$ cat config.mk
export PLATFORM = sky130hd
export DESIGN_NAME = srlc_top
export DESIGN_NICKNAME = d
export VERILOG_FILES = /design/src/shared/srlc_pkg.sv /design/src/hdl/srlc_top.sv
export VERILOG_INCLUDE_DIRS = /design/src /design/src/shared
export SDC_FILE = /design/constraint.sdc
export NUM_CORES = 1
export LEC_CHECK = 0
export ABC_CLOCK_PERIOD_IN_PS = 4300
export BUFFER_PORTS_ARGS = -buffer_cell sky130_fd_sc_hd__buf_2
export CAP_MARGIN = 25
export CORE_UTILIZATION = 50
export CTS_CLUSTER_DIAMETER = 60
export CTS_CLUSTER_SIZE = 28
export DETAILED_ROUTE_END_ITERATION = 12
export PLACE_DENSITY = 0.85
export REMOVE_ABC_BUFFERS = 1
export SYNTH_ARGS = -nofsm -noshare
export SYNTH_HDL_FRONTEND = slang
export SYNTH_SLANG_ARGS = --single-unit
$ cat constraint.sdc
create_clock -name i_sys_clk -period 4.3 [get_ports i_sys_clk]
set_input_delay 0.645 -clock i_sys_clk [delete_from_list [all_inputs] [get_ports i_sys_clk]]
set_output_delay 0.645 -clock i_sys_clk [all_outputs]
set_load 0.02 [all_outputs]
$ cat src/shared/srlc_cfg.svh
// constants of the set-reset latch control block: offsets, fields, resets, timing
`ifndef SRLC_CFG_SVH
`define SRLC_CFG_SVH
// ***************************************************************
// register byte offsets
// ***************************************************************
`define SRLC_OFS_CONTROL_PRIMARY 4'h0
`define SRLC_OFS_SOURCE_SELECT   4'h4
`define SRLC_OFS_STATUS          4'h8
// ***************************************************************
// latch_control_primary fields
// ***************************************************************
`define SRLC_BIT_MASTER_ENABLE   7
`define SRLC_DIV_HI              6
`define SRLC_DIV_LO              4
`define SRLC_BIT_TRUE_OE         3
`define SRLC_BIT_INV_OE          2
`define SRLC_BIT_SW_SET          1
`define SRLC_BIT_SW_RESET        0
// ***************************************************************
// latch_source_select fields
// ***************************************************************
`define SRLC_BIT_PIN_SET         7
`define SRLC_BIT_CLK_SET         6
`define SRLC_BIT_RSVD_HI         5
`define SRLC_BIT_CMP_SET         4
`define SRLC_BIT_PIN_RESET       3
`define SRLC_BIT_CLK_RESET       2
`define SRLC_BIT_RSVD_LO         1
`define SRLC_BIT_CMP_RESET       0
// writable mask of the source register, reserved bits held at zero
`define SRLC_SOURCE_WMASK        8'hDD
// ***************************************************************
// reset values and timing
// ***************************************************************
`define SRLC_RESET_PRIMARY       8'h00
`define SRLC_RESET_SOURCE        8'h00
// shortest divider period is 4 oscillator cycles, i.e. shift of 2
`define SRLC_DIV_BASE_SHIFT      2
`define SRLC_DIV_WIDTH           9
`endif

$ cat src/shared/srlc_pkg.sv
// types of the set-reset latch control block
package srlc_pkg;
  // bus slave phase
  typedef enum logic [0:0] {
    SRLC_BUS_IDLE,
    SRLC_BUS_ACK
  } srlc_bus_type;
endpackage

$ cat src/hdl/srlc_top.sv
// set-reset latch with software, pin, comparator and divided-clock sources
//
// Design decisions made here: the address map and register access over Wishbone.
`timescale 1ns/1ps
`include "srlc_cfg.svh"
//
// Behaviour
// [RQ1] master enable bit 7 turns latch on; cleared, output enables do nothing
// [RQ2] divider field picks one-cycle pulse every 4 to 512 oscillator cycles
// [RQ3] enabled latch with true-output enable drives latch state to true pin
// [RQ4] enabled latch with inverted enable drives complemented state to inverted pin
// [RQ5] writing 1 to software set pulses set input for exactly one cycle
// [RQ6] writing 1 to software reset pulses reset input for exactly one cycle
// [RQ7] software set and reset bits self-clear and always read zero
// [RQ8] pin-set enable lets high input pin set the latch
// [RQ9] clock-set enable applies each divider pulse to the set input
// [RQ10] comparator-set enable lets high comparator result set the latch
// [RQ11] pin-reset enable lets high input pin reset the latch
// [RQ12] clock-reset enable applies each divider pulse to the reset input
// [RQ13] comparator-reset enable lets high comparator result reset the latch
// [RQ14] software keeps reserved source bits clear; they read as zero
// [RQ15] reset dominates when set and reset are both asserted
// [RQ16] set and reset inputs active high; latch holds state between events
// [RQ17] latch state undefined after reset; software initialises before enabling pins
// [RQ18] effective set/reset is OR of enabled set/reset sources
// [RQ19] divider free-runs and follows divider field changes immediately
module srlc_top #(
  parameter int DIV_WIDTH = `SRLC_DIV_WIDTH
) (
  input  wire logic       i_sys_clk,
  input  wire logic       i_reset,
  input  wire logic       i_wb_cyc,
  input  wire logic       i_wb_stb,
  input  wire logic       i_wb_we,
  input  wire logic [3:0] i_wb_adr,
  input  wire logic [3:0] i_wb_sel,
  input  wire logic [31:0] i_wb_dat,
  output logic      [31:0] o_wb_dat,
  output logic             o_wb_ack,
  input  wire logic        i_latch_input_pin,
  input  wire logic        i_comparator_result,
  output logic             o_true_output_pin,
  output logic             o_true_output_oe,
  output logic             o_inverted_output_pin,
  output logic             o_inverted_output_oe
);

  // ***************************************************************
  // elaboration checks
  // ***************************************************************
  if (DIV_WIDTH < `SRLC_DIV_WIDTH) begin : g_bad_width
    $error("divider too narrow for the 512-cycle period");
  end

  // ***************************************************************
  // input synchronisers
  // ***************************************************************
  logic [1:0] pin_sync;
  logic [1:0] cmp_sync;
  logic [1:0] next_pin_sync;
  logic [1:0] next_cmp_sync;
  logic       pin_level;
  logic       cmp_level;

  // two stages; only stage two is read by logic
  always_comb begin
    next_pin_sync = {pin_sync[0], i_latch_input_pin};
    next_cmp_sync = {cmp_sync[0], i_comparator_result};
  end

  always_ff @(posedge i_sys_clk or posedge i_reset) begin
    if (i_reset) begin
      pin_sync <= 2'h0;
      cmp_sync <= 2'h0;
    end else begin
      pin_sync <= next_pin_sync;
      cmp_sync <= next_cmp_sync;
    end
  end

  assign pin_level = pin_sync[1];
  assign cmp_level = cmp_sync[1];

  // ***************************************************************
  // register bus slave
  // ***************************************************************
  srlc_pkg::srlc_bus_type bus_state;
  srlc_pkg::srlc_bus_type next_bus_state;
  logic [7:0] control_primary;
  logic [7:0] source_select;
  logic [7:0] next_control_primary;
  logic [7:0] next_source_select;
  logic       sw_set;
  logic       sw_reset;
  logic       next_sw_set;
  logic       next_sw_reset;
  logic [31:0] next_rdata;
  logic [31:0] rdata;
  logic        latch_q;
  logic        wr_lane0;

  // request taken on first cycle of cyc&stb, answered one cycle later
  assign wr_lane0 = i_wb_cyc & i_wb_stb & i_wb_we & i_wb_sel[0]
                    & (bus_state == srlc_pkg::SRLC_BUS_IDLE);

  // register writes and software pulse generation
  always_comb begin
    next_control_primary = control_primary;
    next_source_select   = source_select;
    next_rdata           = 32'h0000_0000;
    next_bus_state       = srlc_pkg::SRLC_BUS_IDLE;
    // [RQ5] [RQ6] [RQ7] pulse bits last one cycle
    next_sw_set          = 1'b0;
    next_sw_reset        = 1'b0;
    case (bus_state)
      srlc_pkg::SRLC_BUS_IDLE: begin
        if (i_wb_cyc && i_wb_stb) begin
          next_bus_state = srlc_pkg::SRLC_BUS_ACK;
          case (i_wb_adr)
            `SRLC_OFS_CONTROL_PRIMARY: begin
              // [RQ7] pulse bits read as zero
              next_rdata = {24'h00_0000, control_primary[7:2], 2'h0};
              if (wr_lane0) begin
                next_control_primary = {i_wb_dat[7:2], 2'h0};
                // [RQ5] write 1 sets only
                next_sw_set   = i_wb_dat[`SRLC_BIT_SW_SET];
                // [RQ6] write 1 resets only
                next_sw_reset = i_wb_dat[`SRLC_BIT_SW_RESET];
              end
            end
            `SRLC_OFS_SOURCE_SELECT: begin
              next_rdata = {24'h00_0000, source_select};
              // [RQ14] reserved bits never stored, read zero
              if (wr_lane0) begin
                next_source_select = i_wb_dat[7:0] & `SRLC_SOURCE_WMASK;
              end
            end
            `SRLC_OFS_STATUS: begin
              next_rdata = {31'h0000_0000, latch_q};
            end
            default: begin
              next_rdata = 32'h0000_0000;
            end
          endcase
        end
      end
      srlc_pkg::SRLC_BUS_ACK: begin
        next_bus_state = srlc_pkg::SRLC_BUS_IDLE;
      end
      default: begin
        next_bus_state = srlc_pkg::SRLC_BUS_IDLE;
      end
    endcase
  end

  always_ff @(posedge i_sys_clk or posedge i_reset) begin
    if (i_reset) begin
      bus_state       <= srlc_pkg::SRLC_BUS_IDLE;
      control_primary <= `SRLC_RESET_PRIMARY;
      source_select   <= `SRLC_RESET_SOURCE;
      sw_set          <= 1'b0;
      sw_reset        <= 1'b0;
      rdata           <= 32'h0000_0000;
    end else begin
      bus_state       <= next_bus_state;
      control_primary <= next_control_primary;
      source_select   <= next_source_select;
      sw_set          <= next_sw_set;
      sw_reset        <= next_sw_reset;
      rdata           <= next_rdata;
    end
  end

  assign o_wb_ack = (bus_state == srlc_pkg::SRLC_BUS_ACK);
  assign o_wb_dat = rdata;

  // ***************************************************************
  // periodic pulse divider
  // ***************************************************************
  logic [DIV_WIDTH-1:0] div_count;
  logic [DIV_WIDTH-1:0] next_div_count;
  logic                 div_pulse;

  // period mask for a divider code: 2^(code+2)-1
  function automatic logic [DIV_WIDTH-1:0] srlc_period_mask(input logic [2:0] code);
    logic [DIV_WIDTH:0] one_hot;
    one_hot = '0;
    one_hot[`SRLC_DIV_BASE_SHIFT + code] = 1'b1;
    return DIV_WIDTH'(one_hot - 1'b1);
  endfunction

  // [RQ19] free-running counter, new period takes effect at once
  always_comb begin
    next_div_count = div_count + 1'b1;
  end

  always_ff @(posedge i_sys_clk or posedge i_reset) begin
    if (i_reset) begin
      div_count <= '0;
    end else begin
      div_count <= next_div_count;
    end
  end

  // [RQ2] one cycle every 2^(code+2) cycles
  assign div_pulse = ((div_count & srlc_period_mask(
                       control_primary[`SRLC_DIV_HI:`SRLC_DIV_LO])) == '0);

  // ***************************************************************
  // source gating and latch
  // ***************************************************************
  logic set_in;
  logic reset_in;
  logic next_latch_q;
  logic next_latch_nq;
  logic latch_nq;
  logic enabled;

  // [RQ18] OR of enabled sources; [RQ8] [RQ9] [RQ10] set side
  assign set_in = sw_set
                | (source_select[`SRLC_BIT_PIN_SET] & pin_level)
                | (source_select[`SRLC_BIT_CLK_SET] & div_pulse)
                | (source_select[`SRLC_BIT_CMP_SET] & cmp_level);
  // [RQ11] [RQ12] [RQ13] reset side
  assign reset_in = sw_reset
                  | (source_select[`SRLC_BIT_PIN_RESET] & pin_level)
                  | (source_select[`SRLC_BIT_CLK_RESET] & div_pulse)
                  | (source_select[`SRLC_BIT_CMP_RESET] & cmp_level);

  // [RQ15] [RQ16] reset dominant, holds otherwise
  always_comb begin
    next_latch_q = latch_q;
    if (reset_in) begin
      next_latch_q = 1'b0;
    end else if (set_in) begin
      next_latch_q = 1'b1;
    end
    // own flop for the inverted pin, so no gate sits on an output
    next_latch_nq = ~next_latch_q;
  end

  // latch state is architecturally unknown after reset; zero chosen
  always_ff @(posedge i_sys_clk or posedge i_reset) begin
    if (i_reset) begin
      latch_q  <= 1'b0;
      latch_nq <= 1'b1;
    end else begin
      latch_q  <= next_latch_q;
      latch_nq <= next_latch_nq;
    end
  end

  // [RQ1] master enable gates both output enables
  assign enabled = control_primary[`SRLC_BIT_MASTER_ENABLE];
  // [RQ3] true output
  assign o_true_output_oe  = enabled & control_primary[`SRLC_BIT_TRUE_OE];
  assign o_true_output_pin = latch_q;
  // [RQ4] inverted output
  assign o_inverted_output_oe  = enabled & control_primary[`SRLC_BIT_INV_OE];
  assign o_inverted_output_pin = latch_nq;
endmodule

==> run_results.csv, run 1 <==
group,metric,value,unit
clock_network,root_buffer,"clkbuf_4",
drt,drtIter0Drc,25,
power,seqPwrFrac,0.482,
layout,final_cell_mix,"dfrtp_1, buf_2, conb_1, mux2_2, nand2_1",
synthesis,avgSynthCellArea,11.6,sq um
sta,setup_viol,0,
worst_setup_path,path_cells,"or2_1, or4_1, nor3_4, mux2_2",
global_routing,grt_first_pass_wirelength,4.94,mm
worst_setup_path,crit_family,"simple AND/OR/NAND/NOR gates",
drt,routed_wl,2.83,mm
layout,diodes,0,
place,dpl_cell_area,0.00192,sq mm
sta,slew_viol_final,0,
drt,antenna_left,0,
floorplan,dieArea,0.00388,sq mm
drt,num_vias,1147,
clock_network,h-tree-depth,2,
floorplan,dieHeight,62.3,um
layout,drive_gt1_frac,0.284,
layout,area_growth,11.8,%
clock_network,clock_latency,350,ps
power,intPower,0.595,mW
power,leakage,1.05,nW
worst_setup_path,critPathSlowestCell,"or4_1",
flow_run,cap_violations,0,
place,dp_hpwl,2.08,mm
worst_setup_path,critPathLaunchType,"flip-flop",
synthesis,syn_area,0.00182,sq mm
sta,fin_hold_ws,364,ps
drt,wl_per_cell,11.8,um
floorplan,io_pins,84,
worst_hold_path,hold_class,"reg -> reg",
clock_network,cts_tree,"done",
place,gp_congestion,0.781,
synthesis,yosys_warnings,0,
global_routing,grt_use_total,0.163,
clock_network,cts_buffers,5,
synthesis,synth-async-reset-ratio,1.00,
clock_network,clk_path_buf_depth,2,
outcome,status,"completed",
sta,fin_tns_setup,0,ps
layout,layout_commonest_cell,"dfrtp_1",
synthesis,ys.flop_type,"dfrtp_1",
sta,rsz0062_at_grt,"no",
clock_network,cts_hold_buf,0,
place,dp_cells,232,
synthesis,synth_enable_flop_cells,0,
power,p_switching,0.207,mW
floorplan,core_area,0.00342,sq mm
place,pre_cts_slack,1750,ps
synthesis,post_synth_num_cell_types,39,
layout,fin_area,0.00203,sq mm
global_routing,grt_overflow_total,0,
synthesis,yosysSeqAreaShare,0.511,
drt,drc_errors,0,
floorplan,die_w,62.3,um
worst_setup_path,endpoint_kind,"flip-flop",
synthesis,synth-seq-cells,37,
worst_setup_path,critPathMaxFanout,8,
clock_network,postCtsSetupBuffers,0,
floorplan,initial_core_util,0.532,
layout,utilization,0.594,
place,io_buffers,31,
layout,nets,244,
sta,worst_slack,2130,ps
power,ir_worst_vdd,0.000222,V
clock_network,clkSinkCount,37,
worst_setup_path,crit_path_max_incr_delay,610,ps
sta,max_freq,0.461,GHz
power,combPwrFrac,0.138,
global_routing,grt_pass1_vias,1104,
worst_setup_path,worstPathArrival,2410,ps
sta,fin_skew,10.7,ps
sta,final_hold_viol_count,0,
power,clkPwrFrac,0.380,
drt,drt-pass1-iter-count,4,
clock_network,post_cts_resized,0,
worst_setup_path,criticalPathCategory,"reg -> reg",
worst_setup_path,crit_buf_inv,0,
global_routing,antenna_found_initial,0,
drt,vias_per_cell,4.78,
sta,finalCritPeriodShare,0.505,
worst_setup_path,cp.required,4540,ps
layout,final_cells,240,
power,switching_share,0.258,
global_routing,grt_max_degree,38,
sta,period_minus_slack,2170,ps
floorplan,num_rows,21,
power,power,0.802,mW
synthesis,synthCells,157,
clock_network,clkSlewWorstSetupHoldPaths,120,ps
power,powerDensity,395,mW/mm^2
==> final timing paths <==
| path | startpoint | slack (ps) | depth (start not counted) | end |
|---|---|---|---|---|
| max | o_wb_ack | 2130 | 4 | control_primary[5] |
| min | cmp_sync[0] | 360 | 0 | cmp_sync[1] |
| max reg2reg | o_wb_ack | 2130 | 4 | control_primary[5] |
| min reg2reg | cmp_sync[0] | 360 | 0 | cmp_sync[1] |
| max in group asynchronous | i_reset | 3580 | 3 | o_inverted_output_pin |
| min in group asynchronous | i_reset | 370 | 3 | o_true_output_pin |
==> final cells by class <==
type	instances	area (sq um)
Fill cell	295	1390
Sequential cell	37	927
Multi-Input combinational cell	110	749
Timing Repair Buffer	32	163
Clock inverter	3	68.8
Tap cell	46	57.6
Clock buffer	5	37.5
Inverter	7	26.3
==> Yosys cell counts (all sizes together) (2+ instances only) <==
cell,instances,area (sq um)
nor3,3,37.5
ha,4,50.1
mux2i,5,50.1
nand3b,2,15.0
xor2,2,17.5
nor2,8,30.0
nand4,3,18.8
o21ai,2,10.0
inv,7,26.3
buf,26,199
nand2,9,33.8
a21boi,2,15.0
mux2,12,135
dfrtp,36,901
nand3,4,20.0
and2,5,31.3
xnor2,7,61.3
==> power by group through the flow <==
stage | logic (mW) | clock network, mW | registers (mW)
floorplan | 0.0670 | 0 | 0.403
finish | 0.110 | 0.304 | 0.387
global placement | 0.110 | 0 | 0.393
CTS | 0.111 | 0.311 | 0.387
detailed placement | 0.111 | 0 | 0.394
global route | 0.122 | 0.327 | 0.390
==> worst register-to-register path, cell delays in order, from the launching register on <==
cell,delay [ps]
dfrtp_1,390
or2_1,260
or4_1,610
nor3_4,430
mux2_2,380
==> cells by family after synthesis <==
logic type	Yosys count	share of synthesized area
simple gates	42	0.134
xor+xnor	9	0.0434
other cells	1	0.00207
flops	37	0.511
fa+ha+maj	4	0.0276
compound gates	13	0.0538
buf+inv	34	0.126
mux	17	0.102
==> layer usage <==
| layer | wire length, um | vias to the layer above | share of wire | GRT usage |
|---|---|---|---|---|
| met5 | 0 | - | 0 | 0 |
| met4 | 51 | 0 | 0.018 | 0.0610 |
| met3 | 164 | 6 | 0.058 | 0.0496 |
| met2 | 1260 | 48 | 0.44 | 0.250 |
| met1 | 1360 | 537 | 0.48 | 0.218 |
| li1 | - | 556 | - | - |
==> registers in the layout, summed over array words and instances (netlist names) <==
register,flops
control_primary,6
o_inverted_output_pin,1
div_count,9
o_wb_ack,1
sw_reset,1
o_true_output_pin,1
cmp_sync,2
source_select,6
sw_set,1
pin_sync,2
o_wb_dat,7
(Power assumes the default switching activity.)
==> run 2: changes to the inputs <==
--- a/config.mk
+++ b/config.mk
@@ -6,14 +6,14 @@
 export SDC_FILE = /design/constraint.sdc
 export NUM_CORES = 1
 export LEC_CHECK = 0
-export ABC_CLOCK_PERIOD_IN_PS = 4300
+export ABC_CLOCK_PERIOD_IN_PS = 2180
 export BUFFER_PORTS_ARGS = -buffer_cell sky130_fd_sc_hd__buf_2
 export CAP_MARGIN = 25
-export CORE_UTILIZATION = 50
+export CORE_UTILIZATION = 46
 export CTS_CLUSTER_DIAMETER = 60
 export CTS_CLUSTER_SIZE = 28
 export DETAILED_ROUTE_END_ITERATION = 12
-export PLACE_DENSITY = 0.85
+export PLACE_DENSITY = 0.79
 export REMOVE_ABC_BUFFERS = 1
 export SYNTH_ARGS = -nofsm -noshare
 export SYNTH_HDL_FRONTEND = slang
==> constraint.sdc (replaced) <==
create_clock -name i_sys_clk -period 2.18 [get_ports i_sys_clk]
set_input_delay 0.327 -clock i_sys_clk [delete_from_list [all_inputs] [get_ports i_sys_clk]]
set_output_delay 0.327 -clock i_sys_clk [all_outputs]
set_load 0.02 [all_outputs]
==> run_results.csv, run 2 (synthesis results as in run 1) <==
group,metric,value,unit
outcome,status,"completed",
layout,final_cells,245,
clock_network,h-tree-depth,2,
worst_setup_path,worstPathArrival,2230,ps
layout,drive_gt1_frac,0.294,
layout,ff_latch_area,927,sq um
sta,setup_viol,0,
floorplan,dieHeight,64.8,um
clock_network,root_buffer,"clkbuf_8",
power,powerDensity,807,mW/mm^2
layout,fillers,322,
layout,layout_commonest_cell,"dfrtp_1",
worst_setup_path,r2r_cells,4,
global_routing,grt_overflow_total,0,
sta,fin_hold_ws,123,ps
worst_setup_path,cp.required,2360,ps
global_routing,antenna_found_initial,0,
layout,largest-register,"div_count",
clock_network,postCtsSetupBuffers,0,
sta,period_minus_slack,2060,ps
clock_network,cts_tree,"done",
clock_network,clock_latency,290,ps
drt,drc_errors,0,
clock_network,cts_hold_buf,0,
floorplan,initial_core_util,0.489,
drt,num_vias,1159,
drt,wl_per_cell,11.6,um
clock_network,clkSinkCount,37,
place,io_buffers,31,
place,dp_hpwl,2.18,mm
drt,routed_wl,2.85,mm
layout,utilization,0.565,
place,dp_cells,237,
worst_hold_path,hold_class,"in -> async",
layout,largest_reg_flops,9,
sta,finalCritPeriodShare,0.943,
drt,antenna_left,0,
floorplan,num_rows,22,
worst_setup_path,critPathMaxFanout,6,
global_routing,grt_max_degree,38,
floorplan,die_w,64.8,um
sta,fin_tns_setup,0,ps
sta,max_freq,0.487,GHz
power,leakage,1.08,nW
worst_setup_path,endpoint_kind,"flip-flop",
layout,final_cell_mix,"dfrtp_1, buf_2, conb_1, mux2_2, nand2_1",
sta,rsz0062_at_grt,"no",
global_routing,grt_first_pass_wirelength,4.75,mm
layout,nets,247,
drt,vias_per_cell,4.73,
layout,multiInputGateArea,749,sq um
drt,drt-pass1-iter-count,4,
floorplan,dieArea,0.00420,sq mm
place,gp_congestion,0.759,
worst_setup_path,criticalPathCategory,"reg -> reg",
floorplan,io_pins,84,
clock_network,cts_buffers,5,
drt,drtIter0Drc,33,
layout,diodes,0,
power,ir_worst_vdd,0.000503,V
global_routing,grt_use_total,0.150,
place,pre_cts_slack,52.5,ps
sta,worst_slack,125,ps
floorplan,core_area,0.00372,sq mm
clock_network,clkSlewWorstSetupHoldPaths,80,ps
layout,area_growth,15.6,%
sta,slew_viol_final,0,
clock_network,post_cts_resized,0,
worst_setup_path,critPathLaunchType,"flip-flop",
sta,final_hold_viol_count,0,
flow_run,cap_violations,0,
sta,fin_skew,4.91,ps
clock_network,clk_path_buf_depth,2,
global_routing,grt_pass1_vias,1060,
-- run 2: changes by cell type in the layout (fill, tap and decap cells not counted), sizes merged --
cell and change:
buf +3
-- run 2: layout make-up --
class                   instances  area share
flip-flops and latches         37       0.442
multi-input cells             110       0.357
repair buffers                 35      0.0942
clock buffers                   5      0.0328
clock inverters                 3      0.0328
well taps                      48      0.0286
inverters                       7      0.0125
-- run 2: metrics by stage --
step | area [sq um] | total power [mW]
3_5_place_dp | 1960 | 0.999
3_3_place_gp | 1960 | 0.994
6_report | 2100 | 1.69
2_1_floorplan | 1700 | 0.927
4_1_cts | 2100 | 1.71
5_1_grt | 2100 | 1.76
-- run 2: per-layer routing --
layer  wire [um]  vias to the layer above  GRT usage  part of all wire
met3         152                        4     0.0440             0.053
met2        1330                       47      0.232              0.47
li1            -                      562          -                 -
met5           0                        -          0                 0
met1        1330                      546      0.201              0.47
met4          37                        0     0.0500             0.013
-- run 2: report_power, final --
| group | switching (mW) | leakage (nW) | internal [mW] |
|---|---|---|---|
| clock | 0.248 | 0.0687 | 0.460 |
| combinational | 0.141 | 0.524 | 0.0819 |
| sequential | 0.0296 | 0.483 | 0.732 |
| total | 0.419 | 1.08 | 1.27 |
-- run 2: worst paths after layout --
kind | startpoint | slack, ps | to
max reg2reg | o_wb_ack | 120 | source_select[4]
min | i_reset | 120 | o_wb_dat[7]
max in group asynchronous | i_reset | 1720 | o_inverted_output_pin
min in group i_sys_clk | i_comparator_result | 140 | cmp_sync[0]
max | o_wb_ack | 120 | source_select[4]
min reg2reg | cmp_sync[0] | 350 | cmp_sync[1]
-- run 2: worst max-delay path: stages (launching register included) --
cell,delay (ps)
dfrtp_1,370
or2_1,240
or4_1,570
nor3_4,380
mux2_2,380
==> run 3: changes to the inputs <==
--- a/config.mk
+++ b/config.mk
@@ -6,10 +6,11 @@
 export SDC_FILE = /design/constraint.sdc
 export NUM_CORES = 1
 export LEC_CHECK = 0
+export ABC_AREA = 1
 export ABC_CLOCK_PERIOD_IN_PS = 2180
 export BUFFER_PORTS_ARGS = -buffer_cell sky130_fd_sc_hd__buf_2
 export CAP_MARGIN = 25
-export CORE_UTILIZATION = 46
+export CORE_UTILIZATION = 47
 export CTS_CLUSTER_DIAMETER = 60
 export CTS_CLUSTER_SIZE = 28
 export DETAILED_ROUTE_END_ITERATION = 12
==> run_results.csv, run 3 <==
group,metric,value,unit
outcome,status,"completed",
sta,worst_pin_slew,517,ps
worst_setup_path,critPathSlowestCell,"dfrtp_1",
drt,drc_errors,0,
floorplan,core_area,0.00377,sq mm
synthesis,syn_area,0.00191,sq mm
drt,antenna_left,0,
drt,drt-pass1-iter-count,4,
clock_network,clock_latency,290,ps
sta,fin_skew,7.70,ps
clock_network,root_buffer,"clkbuf_8",
worst_setup_path,crit_family,"simple AND/OR/NAND/NOR gates",
clock_network,clkSinkCount,37,
power,ir_worst_vdd,0.000384,V
place,io_buffers,31,
clock_network,postCtsSetupBuffers,0,
synthesis,synthTopCellsByArea,"dfrtp_1, buf_4, nand2_1",
layout,fin_area,0.00213,sq mm
power,intPower,1.19,mW
clock_network,clk_path_buf_depth,2,
worst_hold_path,hold_class,"in -> async",
sta,final_hold_viol_count,0,
worst_setup_path,cp.required,2390,ps
clock_network,h-tree-depth,2,
power,clkPwrFrac,0.373,
clock_network,cts_buffers,5,
place,dpl_cell_area,0.00201,sq mm
worst_setup_path,regToRegStartpoint,"control_primary[5]",
layout,nets,298,
layout,drive_gt1_frac,0.234,
power,switching_share,0.274,
layout,ff_latch_area,927,sq um
global_routing,antenna_found_initial,0,
floorplan,io_pins,84,
floorplan,initial_core_util,0.507,
synthesis,post_synth_num_cell_types,31,
power,combPwrFrac,0.160,
sta,setup_viol,0,
global_routing,grt_use_total,0.168,
sta,rsz0062_at_grt,"no",
global_routing,grt_overflow_total,0,
floorplan,dieHeight,65.8,um
sta,fin_tns_setup,0,ps
synthesis,synth_enable_flop_cells,0,
drt,num_vias,1369,
power,leakage,1.13,nW
sta,max_freq,0.537,GHz
clock_network,cts_tree,"done",
synthesis,synth_commonest_cells,"dfrtp_1, nand2_1, inv_1",
drt,vias_per_cell,4.63,
worst_setup_path,path_cells,"inv_2, ha_1, inv_1, nor2_1, a21oi_1, nand2_1, nand2_1, nor2_2, nand3_2, nand2_2, nand3_1",
layout,diodes,0,
power,seqPwrFrac,0.467,
worst_setup_path,r2r_cells,11,
place,dp_hpwl,2.39,mm
synthesis,synthCells,213,
layout,final_cell_mix,"dfrtp_1, nand2_1, buf_2, inv_1, conb_1",
worst_setup_path,crit_buf_inv,2,
synthesis,synth_most_common_cell,"dfrtp_1",
worst_setup_path,crit_path_max_incr_delay,500,ps
place,gp_congestion,0.847,
worst_setup_path,path_depth,11,
global_routing,grt_max_degree,38,
synthesis,synth-seq-cells,37,
floorplan,dieArea,0.00433,sq mm
drt,drtIter0Drc,89,
drt,routed_wl,3.18,mm
worst_setup_path,cpMostUsedCell,"nand2_1",
synthesis,ys.flop_type,"dfrtp_1",
layout,multiInputGateArea,744,sq um
worst_setup_path,critPathMaxFanout,9,
power,power,1.63,mW
layout,largest_reg_flops,9,
sta,slew_headroom,0.654,
worst_setup_path,cp-startpoint,"control_primary[5]",
sta,period_minus_slack,1860,ps
layout,largest-register,"div_count",
power,p_switching,0.447,mW
power,powerDensity,765,mW/mm^2
layout,utilization,0.566,
sta,slew_viol_final,0,
flow_run,cap_violations,0,
worst_setup_path,endpoint_kind,"flip-flop",
synthesis,synth-async-reset-ratio,1.00,
synthesis,yosysSeqAreaShare,0.485,
clock_network,cts_hold_buf,0,
global_routing,grt_pass1_vias,1220,
synthesis,synth_top_area_share,0.471,
worst_setup_path,critPathLaunchType,"flip-flop",
worst_setup_path,criticalPathCategory,"reg -> reg",
sta,fin_hold_ws,119,ps
sta,finalCritPeriodShare,0.854,
clock_network,clkSlewWorstSetupHoldPaths,70,ps
global_routing,grt_first_pass_wirelength,5.37,mm
layout,fillers,353,
synthesis,avgSynthCellArea,8.98,sq um
floorplan,num_rows,22,
layout,layout_commonest_cell,"dfrtp_1",
worst_setup_path,worstPathArrival,2070,ps
clock_network,post_cts_resized,0,
layout,area_growth,11.6,%
synthesis,yosys_warnings,0,
drt,wl_per_cell,10.7,um
synthesis,synth_top_area_cell,"dfrtp_1",
floorplan,die_w,65.8,um
## run 3: cell types whose count changed in the layout (fill, tap and decap cells not counted), moves of 5 or more
cell / change
a21oi_1: +6
and2_1: -5
inv_1: +20
mux2_2: -12
mux2i_1: -5
nand2_1: +23
nand3_1: +10
nand4_1: +7
nor2_2: +6
o21ai_1: +12
xnor2_1: -5
## run 3: worst register-to-register path, delay by kind of cell, from the launching register on
kind                       cells  cell delay, ps
and+or+nand+nor                7             650
DFF                            1             500
adders and majority gates      1             360
buffers and inverters          2             180
AOI/OAI and AO/OA              1              90
## run 3: cell families (layout without fill, tap and decap cells)
group,after synthesis,count (layout),share of synthesized area
AO/OA/AOI/OAI,24,24,0.0713
other,1,25,0.00196
flip-flops,37,37,0.485
buffers and inverters,60,71,0.173
XOR/XNOR,7,7,0.0320
AND/OR/NAND/NOR,80,80,0.211
adder cells (fa/ha/maj),4,4,0.0262
## run 3: through the flow
step | cells | worst slack, ps
3_5_place_dp | 288 | 335
6_report | 296 | 318
3_3_place_gp | 288 | 330
2_1_floorplan | 207 | 535
4_1_cts | 296 | 322
5_1_grt | 296 | 191
## run 3: routing by layer
metal	track usage	vias up	routed length, um	share of wire
met5	0	-	0	0
met4	0.0679	0	54	0.017
met3	0.0517	5	212	0.067
met2	0.264	54	1480	0.47
met1	0.214	611	1430	0.45
li1	-	699	-	-
## run 3: power by group through the flow
stage	clock, mW	combinational (mW)	sequential [mW]
after global placement	0	0.257	0.775
after global routing	0.653	0.293	0.767
after detailed placement	0	0.262	0.776
after CTS	0.619	0.263	0.763
final	0.609	0.262	0.763
after floorplan	0	0.170	0.795
## run 3: worst paths after layout
| kind | end | slack (ps) |
|---|---|---|
| max | o_inverted_output_pin | 320 |
| min | div_count[0] | 120 |
| max reg2reg | o_inverted_output_pin | 320 |
| min reg2reg | cmp_sync[1] | 350 |
| max in group asynchronous | o_inverted_output_pin | 1720 |
| min in group i_sys_clk | pin_sync[0] | 140 |
## run 3: layout make-up
| type | count | share of cell area |
|---|---|---|
| inverters | 30 | 0.0528 |
| flip-flops and latches | 37 | 0.434 |
| multi-input cells | 140 | 0.349 |
| clock inverters | 2 | 0.0176 |
| repair buffers | 33 | 0.0797 |
| clock buffers | 6 | 0.0387 |
| well taps | 48 | 0.0281 |
